### src/rtl/ehc_cfg.svh
// Constants for the encoder homing control block
`ifndef EHC_CFG_SVH
`define EHC_CFG_SVH

// Reference enable select values
`define EHC_REN_OFF      8'h00
`define EHC_REN_ON       8'h08
// Reference enable level values
`define EHC_LVL_LOW      8'h00
`define EHC_LVL_HIGH     8'h08
// Reference edge select values
`define EHC_EDGE_FALL    8'h00
`define EHC_EDGE_RISE    8'h04
// Referencing mode values and field positions
`define EHC_MODE_OFF     8'h00
`define EHC_MODE_SINGLE  8'hC1
`define EHC_MODE_CONT    8'hC3
`define EHC_MODE_ON_BIT  0
`define EHC_MODE_CONT_BIT 1
// Reset values
`define EHC_REN_RST      `EHC_REN_OFF
`define EHC_LVL_RST      `EHC_LVL_LOW
`define EHC_EDGE_RST     `EHC_EDGE_FALL
`define EHC_MODE_RST     `EHC_MODE_OFF
// Bus cycle limits
`define EHC_CLK_MHZ      125
`define EHC_CYC_MIN_US   128
`define EHC_CYC_MAX_MS   16
`define EHC_CYC_MIN_CLKS (`EHC_CYC_MIN_US * `EHC_CLK_MHZ)
`define EHC_CYC_MAX_CLKS (`EHC_CYC_MAX_MS * 1000 * `EHC_CLK_MHZ)

`endif

### src/rtl/ehc_pkg.sv
// Types for the encoder homing control block
package ehc_pkg;

  // Homing sequencer, one-hot
  typedef enum logic [2:0] {
    EHC_OFF   = 3'b001,
    EHC_ARMED = 3'b010,
    EHC_DONE  = 3'b100
  } ehc_state_t;

  // Configuration register select
  typedef enum logic [1:0] {
    EHC_SEL_REN_SELECT = 2'h0,
    EHC_SEL_REN_LEVEL  = 2'h1,
    EHC_SEL_EDGE       = 2'h2,
    EHC_SEL_MODE       = 2'h3
  } ehc_sel_t;

  // One register write
  typedef struct packed {
    ehc_sel_t   sel;
    logic [7:0] data;
  } ehc_wr_t;

  // Homing status byte
  typedef struct packed {
    logic [2:0] pulse_count;
    logic       pulse_seen;
    logic       toggle;
    logic       homed;
    logic [1:0] rsvd;
  } ehc_status_t;

endpackage

### src/rtl/ehc_homing.sv
// Homing control for one quadrature encoder channel with reference pulse
`timescale 1ns/1ps
`include "ehc_cfg.svh"
module ehc_homing #(
  parameter int unsigned POS_W        = 16,
  parameter int unsigned CYC_MIN_CLKS = `EHC_CYC_MIN_CLKS,
  parameter int unsigned CYC_MAX_CLKS = `EHC_CYC_MAX_CLKS
) (
  // Clock and reset
  input  wire logic              clock,
  input  wire logic              rstn,
  // Encoder side
  input  wire logic              ref_pulse,
  input  wire logic              ref_enable_in,
  // Register writes and bus cycle strobe
  input  wire logic              cfg_wr_en,
  input  wire ehc_pkg::ehc_wr_t  cfg_wr,
  input  wire logic              cycle_tick,
  // Reference value to load
  input  wire logic [POS_W-1:0]  preset_value,
  // Status and position counter load
  output ehc_pkg::ehc_status_t   homing_status,
  output logic                   load_pos,
  output logic [POS_W-1:0]       load_value,
  output logic                   cycle_fault
);

  localparam int unsigned CW = $clog2(CYC_MAX_CLKS + 2);

  ////////////////////////////////////////////////////////////////////////
  // Registers written by the controller, and internal state

  logic [7:0]          reference_enable_select;
  logic [7:0]          reference_enable_level;
  logic [7:0]          reference_edge_select;
  logic [7:0]          referencing_mode;
  ehc_pkg::ehc_state_t state;
  ehc_pkg::ehc_state_t next_state;
  logic                toggle;
  logic                pulse_seen;
  logic [2:0]          pulse_count;
  logic [CW-1:0]       cyc_cnt;
  logic                cyc_seen;
  logic                pulse_det;

  // Write decode; other values of the mode byte are the controller's fault
  always_ff @(posedge clock or negedge rstn) begin
    if (!rstn) begin
      reference_enable_select <= `EHC_REN_RST;
      reference_enable_level  <= `EHC_LVL_RST;
      reference_edge_select   <= `EHC_EDGE_RST;
      referencing_mode        <= `EHC_MODE_RST;
    end else if (cfg_wr_en) begin
      unique case (cfg_wr.sel)
        ehc_pkg::EHC_SEL_REN_SELECT: reference_enable_select <= cfg_wr.data;
        ehc_pkg::EHC_SEL_REN_LEVEL:  reference_enable_level  <= cfg_wr.data;
        ehc_pkg::EHC_SEL_EDGE:       reference_edge_select   <= cfg_wr.data;
        ehc_pkg::EHC_SEL_MODE:       referencing_mode        <= cfg_wr.data;
      endcase
    end
  end

  ////////////////////////////////////////////////////////////////////////
  // Mode decode

  // Bit 0 arms homing; 10 has no meaning and counts as off
  function automatic logic mode_on(input logic [7:0] m);
    mode_on = m[`EHC_MODE_ON_BIT];
  endfunction

  function automatic logic mode_cont(input logic [7:0] m);
    mode_cont = m[`EHC_MODE_ON_BIT] & m[`EHC_MODE_CONT_BIT];
  endfunction

  wire logic hom_on   = mode_on(referencing_mode);
  wire logic hom_cont = mode_cont(referencing_mode);

  ////////////////////////////////////////////////////////////////////////
  // Reference pulse detection and enable gating

  ehc_edge u_edge (
    .clock     (clock),
    .rstn      (rstn),
    .ref_pulse (ref_pulse),
    .rising    (reference_edge_select == `EHC_EDGE_RISE),
    .strobe    (pulse_det)
  );

  // Only the exact activate value opens the gate
  wire logic gate_on  = (reference_enable_select == `EHC_REN_ON);
  wire logic level_hi = (reference_enable_level == `EHC_LVL_HIGH);
  wire logic level_ok = level_hi ? ref_enable_in : ~ref_enable_in;
  wire logic qual     = pulse_det & (~gate_on | level_ok);

  // A homing happens on the first accepted pulse, or on each one when continuous
  // Gated by the mode too, so the cycle after writing off cannot still load
  wire logic hom_event = qual & hom_on & ((state == ehc_pkg::EHC_ARMED) |
                                 ((state == ehc_pkg::EHC_DONE) & hom_cont));

  ////////////////////////////////////////////////////////////////////////
  // Homing sequencer

  // Writing off returns to idle, which is how single-shot is rearmed
  always_comb begin
    next_state = state;
    if (!hom_on) begin
      next_state = ehc_pkg::EHC_OFF;
    end else begin
      unique case (state)
        ehc_pkg::EHC_OFF:   next_state = ehc_pkg::EHC_ARMED;
        ehc_pkg::EHC_ARMED: next_state = hom_event ? ehc_pkg::EHC_DONE
                                                   : ehc_pkg::EHC_ARMED;
        ehc_pkg::EHC_DONE:  next_state = ehc_pkg::EHC_DONE;
        default:            next_state = ehc_pkg::EHC_OFF;
      endcase
    end
  end

  always_ff @(posedge clock or negedge rstn) begin
    if (!rstn) begin
      state <= ehc_pkg::EHC_OFF;
    end else begin
      state <= next_state;
    end
  end

  ////////////////////////////////////////////////////////////////////////
  // Status flags

  // Toggle is cleared when off; a pulse in the same cycle cannot home
  always_ff @(posedge clock or negedge rstn) begin
    if (!rstn) begin
      toggle <= 1'b0;
    end else if (!hom_on) begin
      toggle <= 1'b0;
    end else if (hom_event) begin
      toggle <= ~toggle;
    end
  end

  // Pulse flag and counter survive disabling and count ungated pulses
  always_ff @(posedge clock or negedge rstn) begin
    if (!rstn) begin
      pulse_seen  <= 1'b0;
      pulse_count <= 3'h0;
    end else if (pulse_det) begin
      pulse_seen  <= 1'b1;
      pulse_count <= pulse_count + 3'h1;
    end
  end

  wire logic homed = (state == ehc_pkg::EHC_DONE);

  // Zero until a homing completed since arming
  wire ehc_pkg::ehc_status_t next_status = homed ?
    '{pulse_count: pulse_count, pulse_seen: pulse_seen, toggle: toggle,
      homed: 1'b1, rsvd: 2'b00} : '0;

  // Sampled once per bus cycle so the controller sees one coherent byte
  always_ff @(posedge clock or negedge rstn) begin
    if (!rstn) begin
      homing_status <= '0;
    end else if (cycle_tick) begin
      homing_status <= next_status;
    end
  end

  ////////////////////////////////////////////////////////////////////////
  // Position counter load

  always_ff @(posedge clock or negedge rstn) begin
    if (!rstn) begin
      load_pos   <= 1'b0;
      load_value <= '0;
    end else begin
      load_pos <= hom_event;
      if (hom_event) begin
        load_value <= preset_value;
      end
    end
  end

  ////////////////////////////////////////////////////////////////////////
  // Bus cycle monitor

  wire logic [CW-1:0] cyc_min  = CW'(CYC_MIN_CLKS);
  wire logic [CW-1:0] cyc_max  = CW'(CYC_MAX_CLKS);
  wire logic [CW-1:0] cyc_gap  = cyc_cnt + CW'(1);
  wire logic          cyc_long = cyc_seen & (cyc_cnt >= cyc_max);
  wire logic          cyc_shrt = cyc_seen & (cyc_gap < cyc_min);

  // Once a tick has been seen the counter saturates at the maximum so a stalled bus stays flagged
  always_ff @(posedge clock or negedge rstn) begin
    if (!rstn) begin
      cyc_cnt     <= '0;
      cyc_seen    <= 1'b0;
      cycle_fault <= 1'b0;
    end else if (cycle_tick) begin
      cyc_cnt     <= '0;
      cyc_seen    <= 1'b1;
      cycle_fault <= cyc_shrt | cyc_long;
    end else begin
      if (!cyc_long) begin
        cyc_cnt <= cyc_gap;
      end
      if (cyc_long) begin
        cycle_fault <= 1'b1;
      end
    end
  end
endmodule

### src/rtl/ehc_edge.sv
// Reference pulse edge detector with selectable polarity
`timescale 1ns/1ps
module ehc_edge (
  // Clock and reset
  input  wire logic clock,
  input  wire logic rstn,
  // Pulse input and edge choice
  input  wire logic ref_pulse,
  input  wire logic rising,
  // One-cycle strobe per selected edge
  output logic      strobe
);

  logic prev;

  // Previous level; low at reset so a high line is no falling edge
  always_ff @(posedge clock or negedge rstn) begin
    if (!rstn) begin
      prev <= 1'b0;
    end else begin
      prev <= ref_pulse;
    end
  end

  wire logic rise_w = ref_pulse & ~prev;
  wire logic fall_w = ~ref_pulse & prev;

  // Selected edge, registered
  always_ff @(posedge clock or negedge rstn) begin
    if (!rstn) begin
      strobe <= 1'b0;
    end else begin
      strobe <= rising ? rise_w : fall_w;
    end
  end

endmodule

### config.mk
export PLATFORM = sky130hd
export DESIGN_NAME = ehc_homing
export DESIGN_NICKNAME = d
export VERILOG_FILES = /design/src/rtl/ehc_pkg.sv /design/src/rtl/ehc_homing.sv /design/src/rtl/ehc_edge.sv
export VERILOG_INCLUDE_DIRS = /design/src /design/src/rtl
export SDC_FILE = /design/constraint.sdc
export NUM_CORES = 1
export LEC_CHECK = 0
export BUFFER_PORTS_ARGS = -buffer_cell sky130_fd_sc_hd__buf_2
export CORE_MARGIN = 2
export CORE_UTILIZATION = 25
export DETAILED_ROUTE_END_ITERATION = 8
export SLEW_MARGIN = 20
export SYNTH_ARGS = -nofsm -noshare
export SYNTH_HDL_FRONTEND = slang
export SYNTH_HIERARCHICAL = 1
export SYNTH_SLANG_ARGS = --single-unit
### constraint.sdc
create_clock -name clock -period 4.7 [get_ports clock]
set_input_delay 0.94 -clock clock [delete_from_list [all_inputs] [get_ports clock]]
set_output_delay 0.94 -clock clock [all_outputs]
set_load 0.01 [all_outputs]
* Yosys cells after proc, flatten, opt, wreduce, memory -nomap -nowiden
Index checks and enable logic that the tools add are counted.
** Word-level totals
- Flip-flop bits (word level) :: 84
- Bits of input ports :: 32
- Output and inout port bits :: 26
- Word-level logic and storage cells :: 70
** Cells by class
- Add/sub/neg operators :: 2
- Magnitude comparators :: 2
- Equal/unequal tests :: 11
- Multiplexer cells :: 12
- Bitwise gates (word level) :: 17
- Reduce and logical (&&, ||, !) cells :: 6
** Operators with widths (number)
- two-way mux 21 bit :: 2
- adder 21 x 1 -> 21 bit, second input constant :: 1
- >= comparator 21 bit, second input constant :: 1
- < comparator 21 x 14 -> 1 bit, second input constant :: 1
- equality test 8 x 4 -> 1 bit, second input constant :: 2
- AND 1 bit :: 9
- case mux 3 bit (3 select lines) :: 1
- equality test 8 x 3 -> 1 bit, second input constant :: 1
- two-way mux 8 bit :: 1
- AND reduction 2 bit :: 4
- two-way mux 1 bit :: 6
- two-way mux 3 bit :: 2
- inverter 1 bit :: 5
- equality test 2 bit, second input constant :: 2
- adder 3 x 1 -> 3 bit, second input constant :: 1
- equality test 3 x 1 -> 1 bit, second input constant :: 1
- equality test 3 x 2 -> 1 bit, second input constant :: 1
- equality test 3 bit, second input constant :: 1
- bitwise OR 1 bit :: 3
- equality test 2 x 1 -> 1 bit, second input constant :: 1
- logical NOT 2 bit :: 1
- inequality test 2 x 1 -> 1 bit, second input constant :: 1
- inequality test 2 bit, second input constant :: 1
- nonzero test 2 bit :: 1

* Depth between registers and ports, before layout
- Depth after elaboration :: 9
- Mapped depth :: 8

* Modules after synthesis
The synthesis kept the hierarchy.
** By module, submodules not included
- ehc_homing :: instances 1, cells each 305, area each 3717.3 µm², seq. area each 2003.2 µm²
- ehc_edge :: instances 1, cells each 5, area each 72.6 µm², seq. area each 50.0 µm²

* Worst setup path after synthesis
No wires, ideal clock.
- Kind :: input -> register
- Start :: in ref_enable_in
- End :: reg load_value[0]
- Setup time :: 0.125 ns
- Arrival time :: 2.091 ns
- Path slack :: 2.484 ns
- Stages :: 5
- Path buffers :: 1
- Cell sequence :: xor2_1 o211ai_2 nor3_4 buf_12 mux2_4
** Between the ends
- Cells in the longest elaborated chain, start to end :: 6
** Ends and longest elaborated chain
- start, declared :: RTL line ehc_homing.sv:14 : input wire logic ref_enable_in,
- inverter 1 bit :: RTL line ehc_homing.sv:92 : wire logic level_ok = level_hi ? ref_enable_in : ~ref_enable_in;
- two-way mux 1 bit (*) :: RTL line ehc_homing.sv:92
- bitwise OR 1 bit (*) :: RTL line ehc_homing.sv:93 : wire logic qual = pulse_det & (~gate_on | level_ok);
- AND 1 bit (*) :: RTL line ehc_homing.sv:93
- AND 1 bit (*) (2 in a row) :: RTL line ehc_homing.sv:97 : wire logic hom_event = qual & hom_on & ((state == ehc_pkg::EHC_ARMED) |
- via hom_event :: RTL line ehc_homing.sv:97
- end signal, assigned :: RTL line ehc_homing.sv:178 : load_value <= preset_value;
- end, declared :: RTL line ehc_homing.sv:24 : output logic [POS_W-1:0] load_value,
The timed path passes the listed nets; every way through them passes the cells marked *.
A chain may end at the register's enable or synchronous reset.

* Worst setup path after layout
- Start :: reg reference_enable_level[5]
- End :: reg load_value[11]
** Between the ends
- Cells in the longest elaborated chain, start to end :: 6
** Ends and longest elaborated chain
- start, declared :: RTL line ehc_homing.sv:34 : logic [7:0] reference_enable_level;
- start signal, assigned :: RTL line ehc_homing.sv:50 : reference_enable_level <= `EHC_LVL_RST;
- start signal, assigned :: RTL line ehc_homing.sv:56 : ehc_pkg::EHC_SEL_REN_LEVEL: reference_enable_level <= cfg_wr.data;
- equality test 8 x 4 -> 1 bit (no line)
- two-way mux 1 bit :: RTL line ehc_homing.sv:92
- bitwise OR 1 bit :: RTL line ehc_homing.sv:93
- AND 1 bit :: RTL line ehc_homing.sv:93
- AND 1 bit (2 in a row) :: RTL line ehc_homing.sv:97
Every way passes these cells.

==> reports/results.txt <==
Status - finished clean
Most common cell after layout, fill and taps aside - dfrtp_1
Skew final - 0.00909 ns
Async set-reset flop share out of synthesis - 1.00
CP startpoint - reference_enable_level[5]$_DFFE_PN0P_
Largest cells by area after synthesis - dfrtp_1 53%, mux2_2 10%, xor2_1 3.7%, mux2_4 3.2%, nor2_1 2.6%
Min-delay worst type - reg -> reg
Total clock sinks - 82
Post-synth EDFFs - 0
Top-area cell type share of the netlist area - 0.535
Met1 WL - 3410 um
Ports - 58
RSZ-0062 raised after global routing - false
Post-synthesis cell count - 310
Clock Tree Buf Depth - 2
Reg2reg start - reference_enable_level[5]$_DFFE_PN0P_
Initial antenna violation count - 0
Final setup TNS - 0 ns
Clock root cell - clkbuf_16
Final Worst Setup Slack - 2.16 ns
Final period util - 0.540
Crit path capture type - flop
CTS tree - done
Clock transition at path regs - 0.07 ns
CP max stage cell - nor3_4
Top sig layer - met4
Min Tclk post-route - 2.54 ns
# rows - 45
GR Overflow Total - 0
WL/cell - 13.3 um
GRT Overall Usage - 0.0938
Met2 WL post-DR - 3440 um
Fill count - 1478
Count of cell types in the netlist - 57
Post-synthesis sequential area ratio - 0.542
Nets - 399
Post-route ant nets - 0
Critical path type - reg -> reg
Fmax - 394 MHz
DRC Markers - 0
Highest-count cells in the layout ignoring fill and taps - 81 x dfrtp_1, 54 x buf_2, 35 x mux2_2
Synthesis-to-layout area growth - 19.6%
Ys flop type - dfrtp_1
Post-Place Worst Slack - 1.94 ns
Crit path DAT - 2.75 ns
Static Leakage - 2.00 nW
Die height - 127 um
CP delay by family, top - simple AND/OR/NAND/NOR gates
Synth area leader - dfrtp_1
Post-CTS Resized - 0
DP HPWL - 5070 um
Vias in the first global route - 2492
TritonRoute pass-1 iters - 4
Max-cap violations - 0
Mapped cell area - 3790 um^2
Slew HR - 0.348
First-pass GRT wire length - 12100 um
Postcts setup bufs - 0
Final WL - 7390 um
Final setup fails - 0
Routability Congestion - 0.793
VDD IR max - 0.000193 V
Layout cells sized above 1 - 0.350
Largest net degree at the start of global routing - 83
Core box area - 15000 um^2
Cells along the critical path - nor4_1 -> nand2_1 -> xor2_1 -> o211ai_2 -> nor3_4 -> mux2_2
Die area - 16200 um^2
Cts hold-fix bufs - 0
Final hold violation count - 0
Drt via density - 4.58
Vias after detailed routing - 2556
Syn avg cell area - 12.2 um^2
CTS Buf Count - 9
Startpoint Class - flop
Buf/Inv on CP - 0
Yosys warns - 6
Die Width - 127 um
Slew Viols, Final - 0
Crit-path max FO - 18
H-tree levels - 3
Critical hold path startpoint - pulse_seen$_DFFE_PN0P_
CP peak stage delay - 0.82 ns
Clk_lat worst skew - 0.34 ns
P per Cell Area - 416 nW/um^2
I/O Buffers - 55
Initial Util - 0.252
Initial DRC count - 152
Required @ worst endpoint - 4.92 ns
WL met3 - 379 um
Seq cells post-synth - 82
Slew @ Worst Pin - 0.974 ns
cell usage after synthesis (all sizes together), types with 4 or more instances:
cell type  number
a22o            5
a21oi           9
nor2b           5
nor3            5
nand4           9
mux2           43
nand2          15
nand3b          4
nand3          13
clkbuf          4
dfrtp          81
nor3b           4
o21ai           5
xnor2           6
buf             9
nor4            6
nor2           27
xor2           16
inv             5
metal layers:
layer | up-vias | global-route usage
met3 | 9 | 0.0260
li1 | 1218 | -
met1 | 1271 | 0.118
met5 | - | 0
met4 | 0 | 0.0504
met2 | 58 | 0.147
cell type report:
cell class                      count  area [um^2]  area share
Sequential cell                    82         2050       0.453
Multi-Input combinational cell    211         1630       0.360
Timing Repair Buffer               55          282      0.0621
Clock buffer                       10          239      0.0527
Tap cell                          188          235      0.0519
Clock inverter                      6         73.8      0.0163
Inverter                            5         18.8     0.00414
Antenna cell                        1         2.50    0.000552
power breakdown:
group / leakage [nW] / total, mW / switching, mW / internal, mW
clock: 0.147 / 0.725 / 0.293 / 0.432
sequential: 1.05 / 0.893 / 0.0728 / 0.820
combinational: 0.804 / 0.268 / 0.116 / 0.152
kinds of logic after synthesis:
| family | after synthesis | synth area share |
|---|---|---|
| XOR/XNOR | 22 | 0.0508 |
| other | 1 | 0.000989 |
| adder cells (fa/ha/maj) | 3 | 0.00991 |
| AO/OA/AOI/OAI | 38 | 0.0740 |
| buffers and inverters | 18 | 0.0291 |
| AND/OR/NAND/NOR | 102 | 0.155 |
| flip-flops | 82 | 0.542 |
| multiplexers | 44 | 0.138 |
state kept, by name, indices dropped and copies added (netlist names), 2 cells and up:
register / cells
cyc_cnt: 21
homing_status: 6
load_value: 16
pulse_count: 3
reference_edge_select: 8
reference_enable_level: 8
reference_enable_select: 8
referencing_mode: 2
state: 3
per-stage QoR:
stage / area [um^2] / hold slack [ns] / power (mW) / std cells / util
final: 4530 / 0.467 / 1.89 / 558 / 0.302
after global routing: 4530 / 0.499 / 1.97 / 557 / 0.301
after CTS: 4530 / 0.472 / 1.91 / 557 / 0.301
after floorplan: 3790 / 0.438 / 1.07 / 311 / -
after global placement: 4220 / 0.457 / 1.16 / 541 / 0.280
after detailed placement: 4220 / 0.453 / 1.18 / 541 / 0.280
path summary, 6_finish.rpt:
path                                               to  slack [ns]  cells past startpoint
min                            pulse_seen$_DFFE_PN0P_        0.47                      1
min in group asynchronous     cyc_cnt[12]$_DFFE_PN0P_        0.63                      1
max                        load_value[11]$_DFFE_PN0P_        2.16                      6
max in group asynchronous   load_value[2]$_DFFE_PN0P_        3.54                      1
min reg2reg                    pulse_seen$_DFFE_PN0P_        0.47                      1
max reg2reg                load_value[11]$_DFFE_PN0P_        2.16                      6
(Power assumes the default switching activity.)
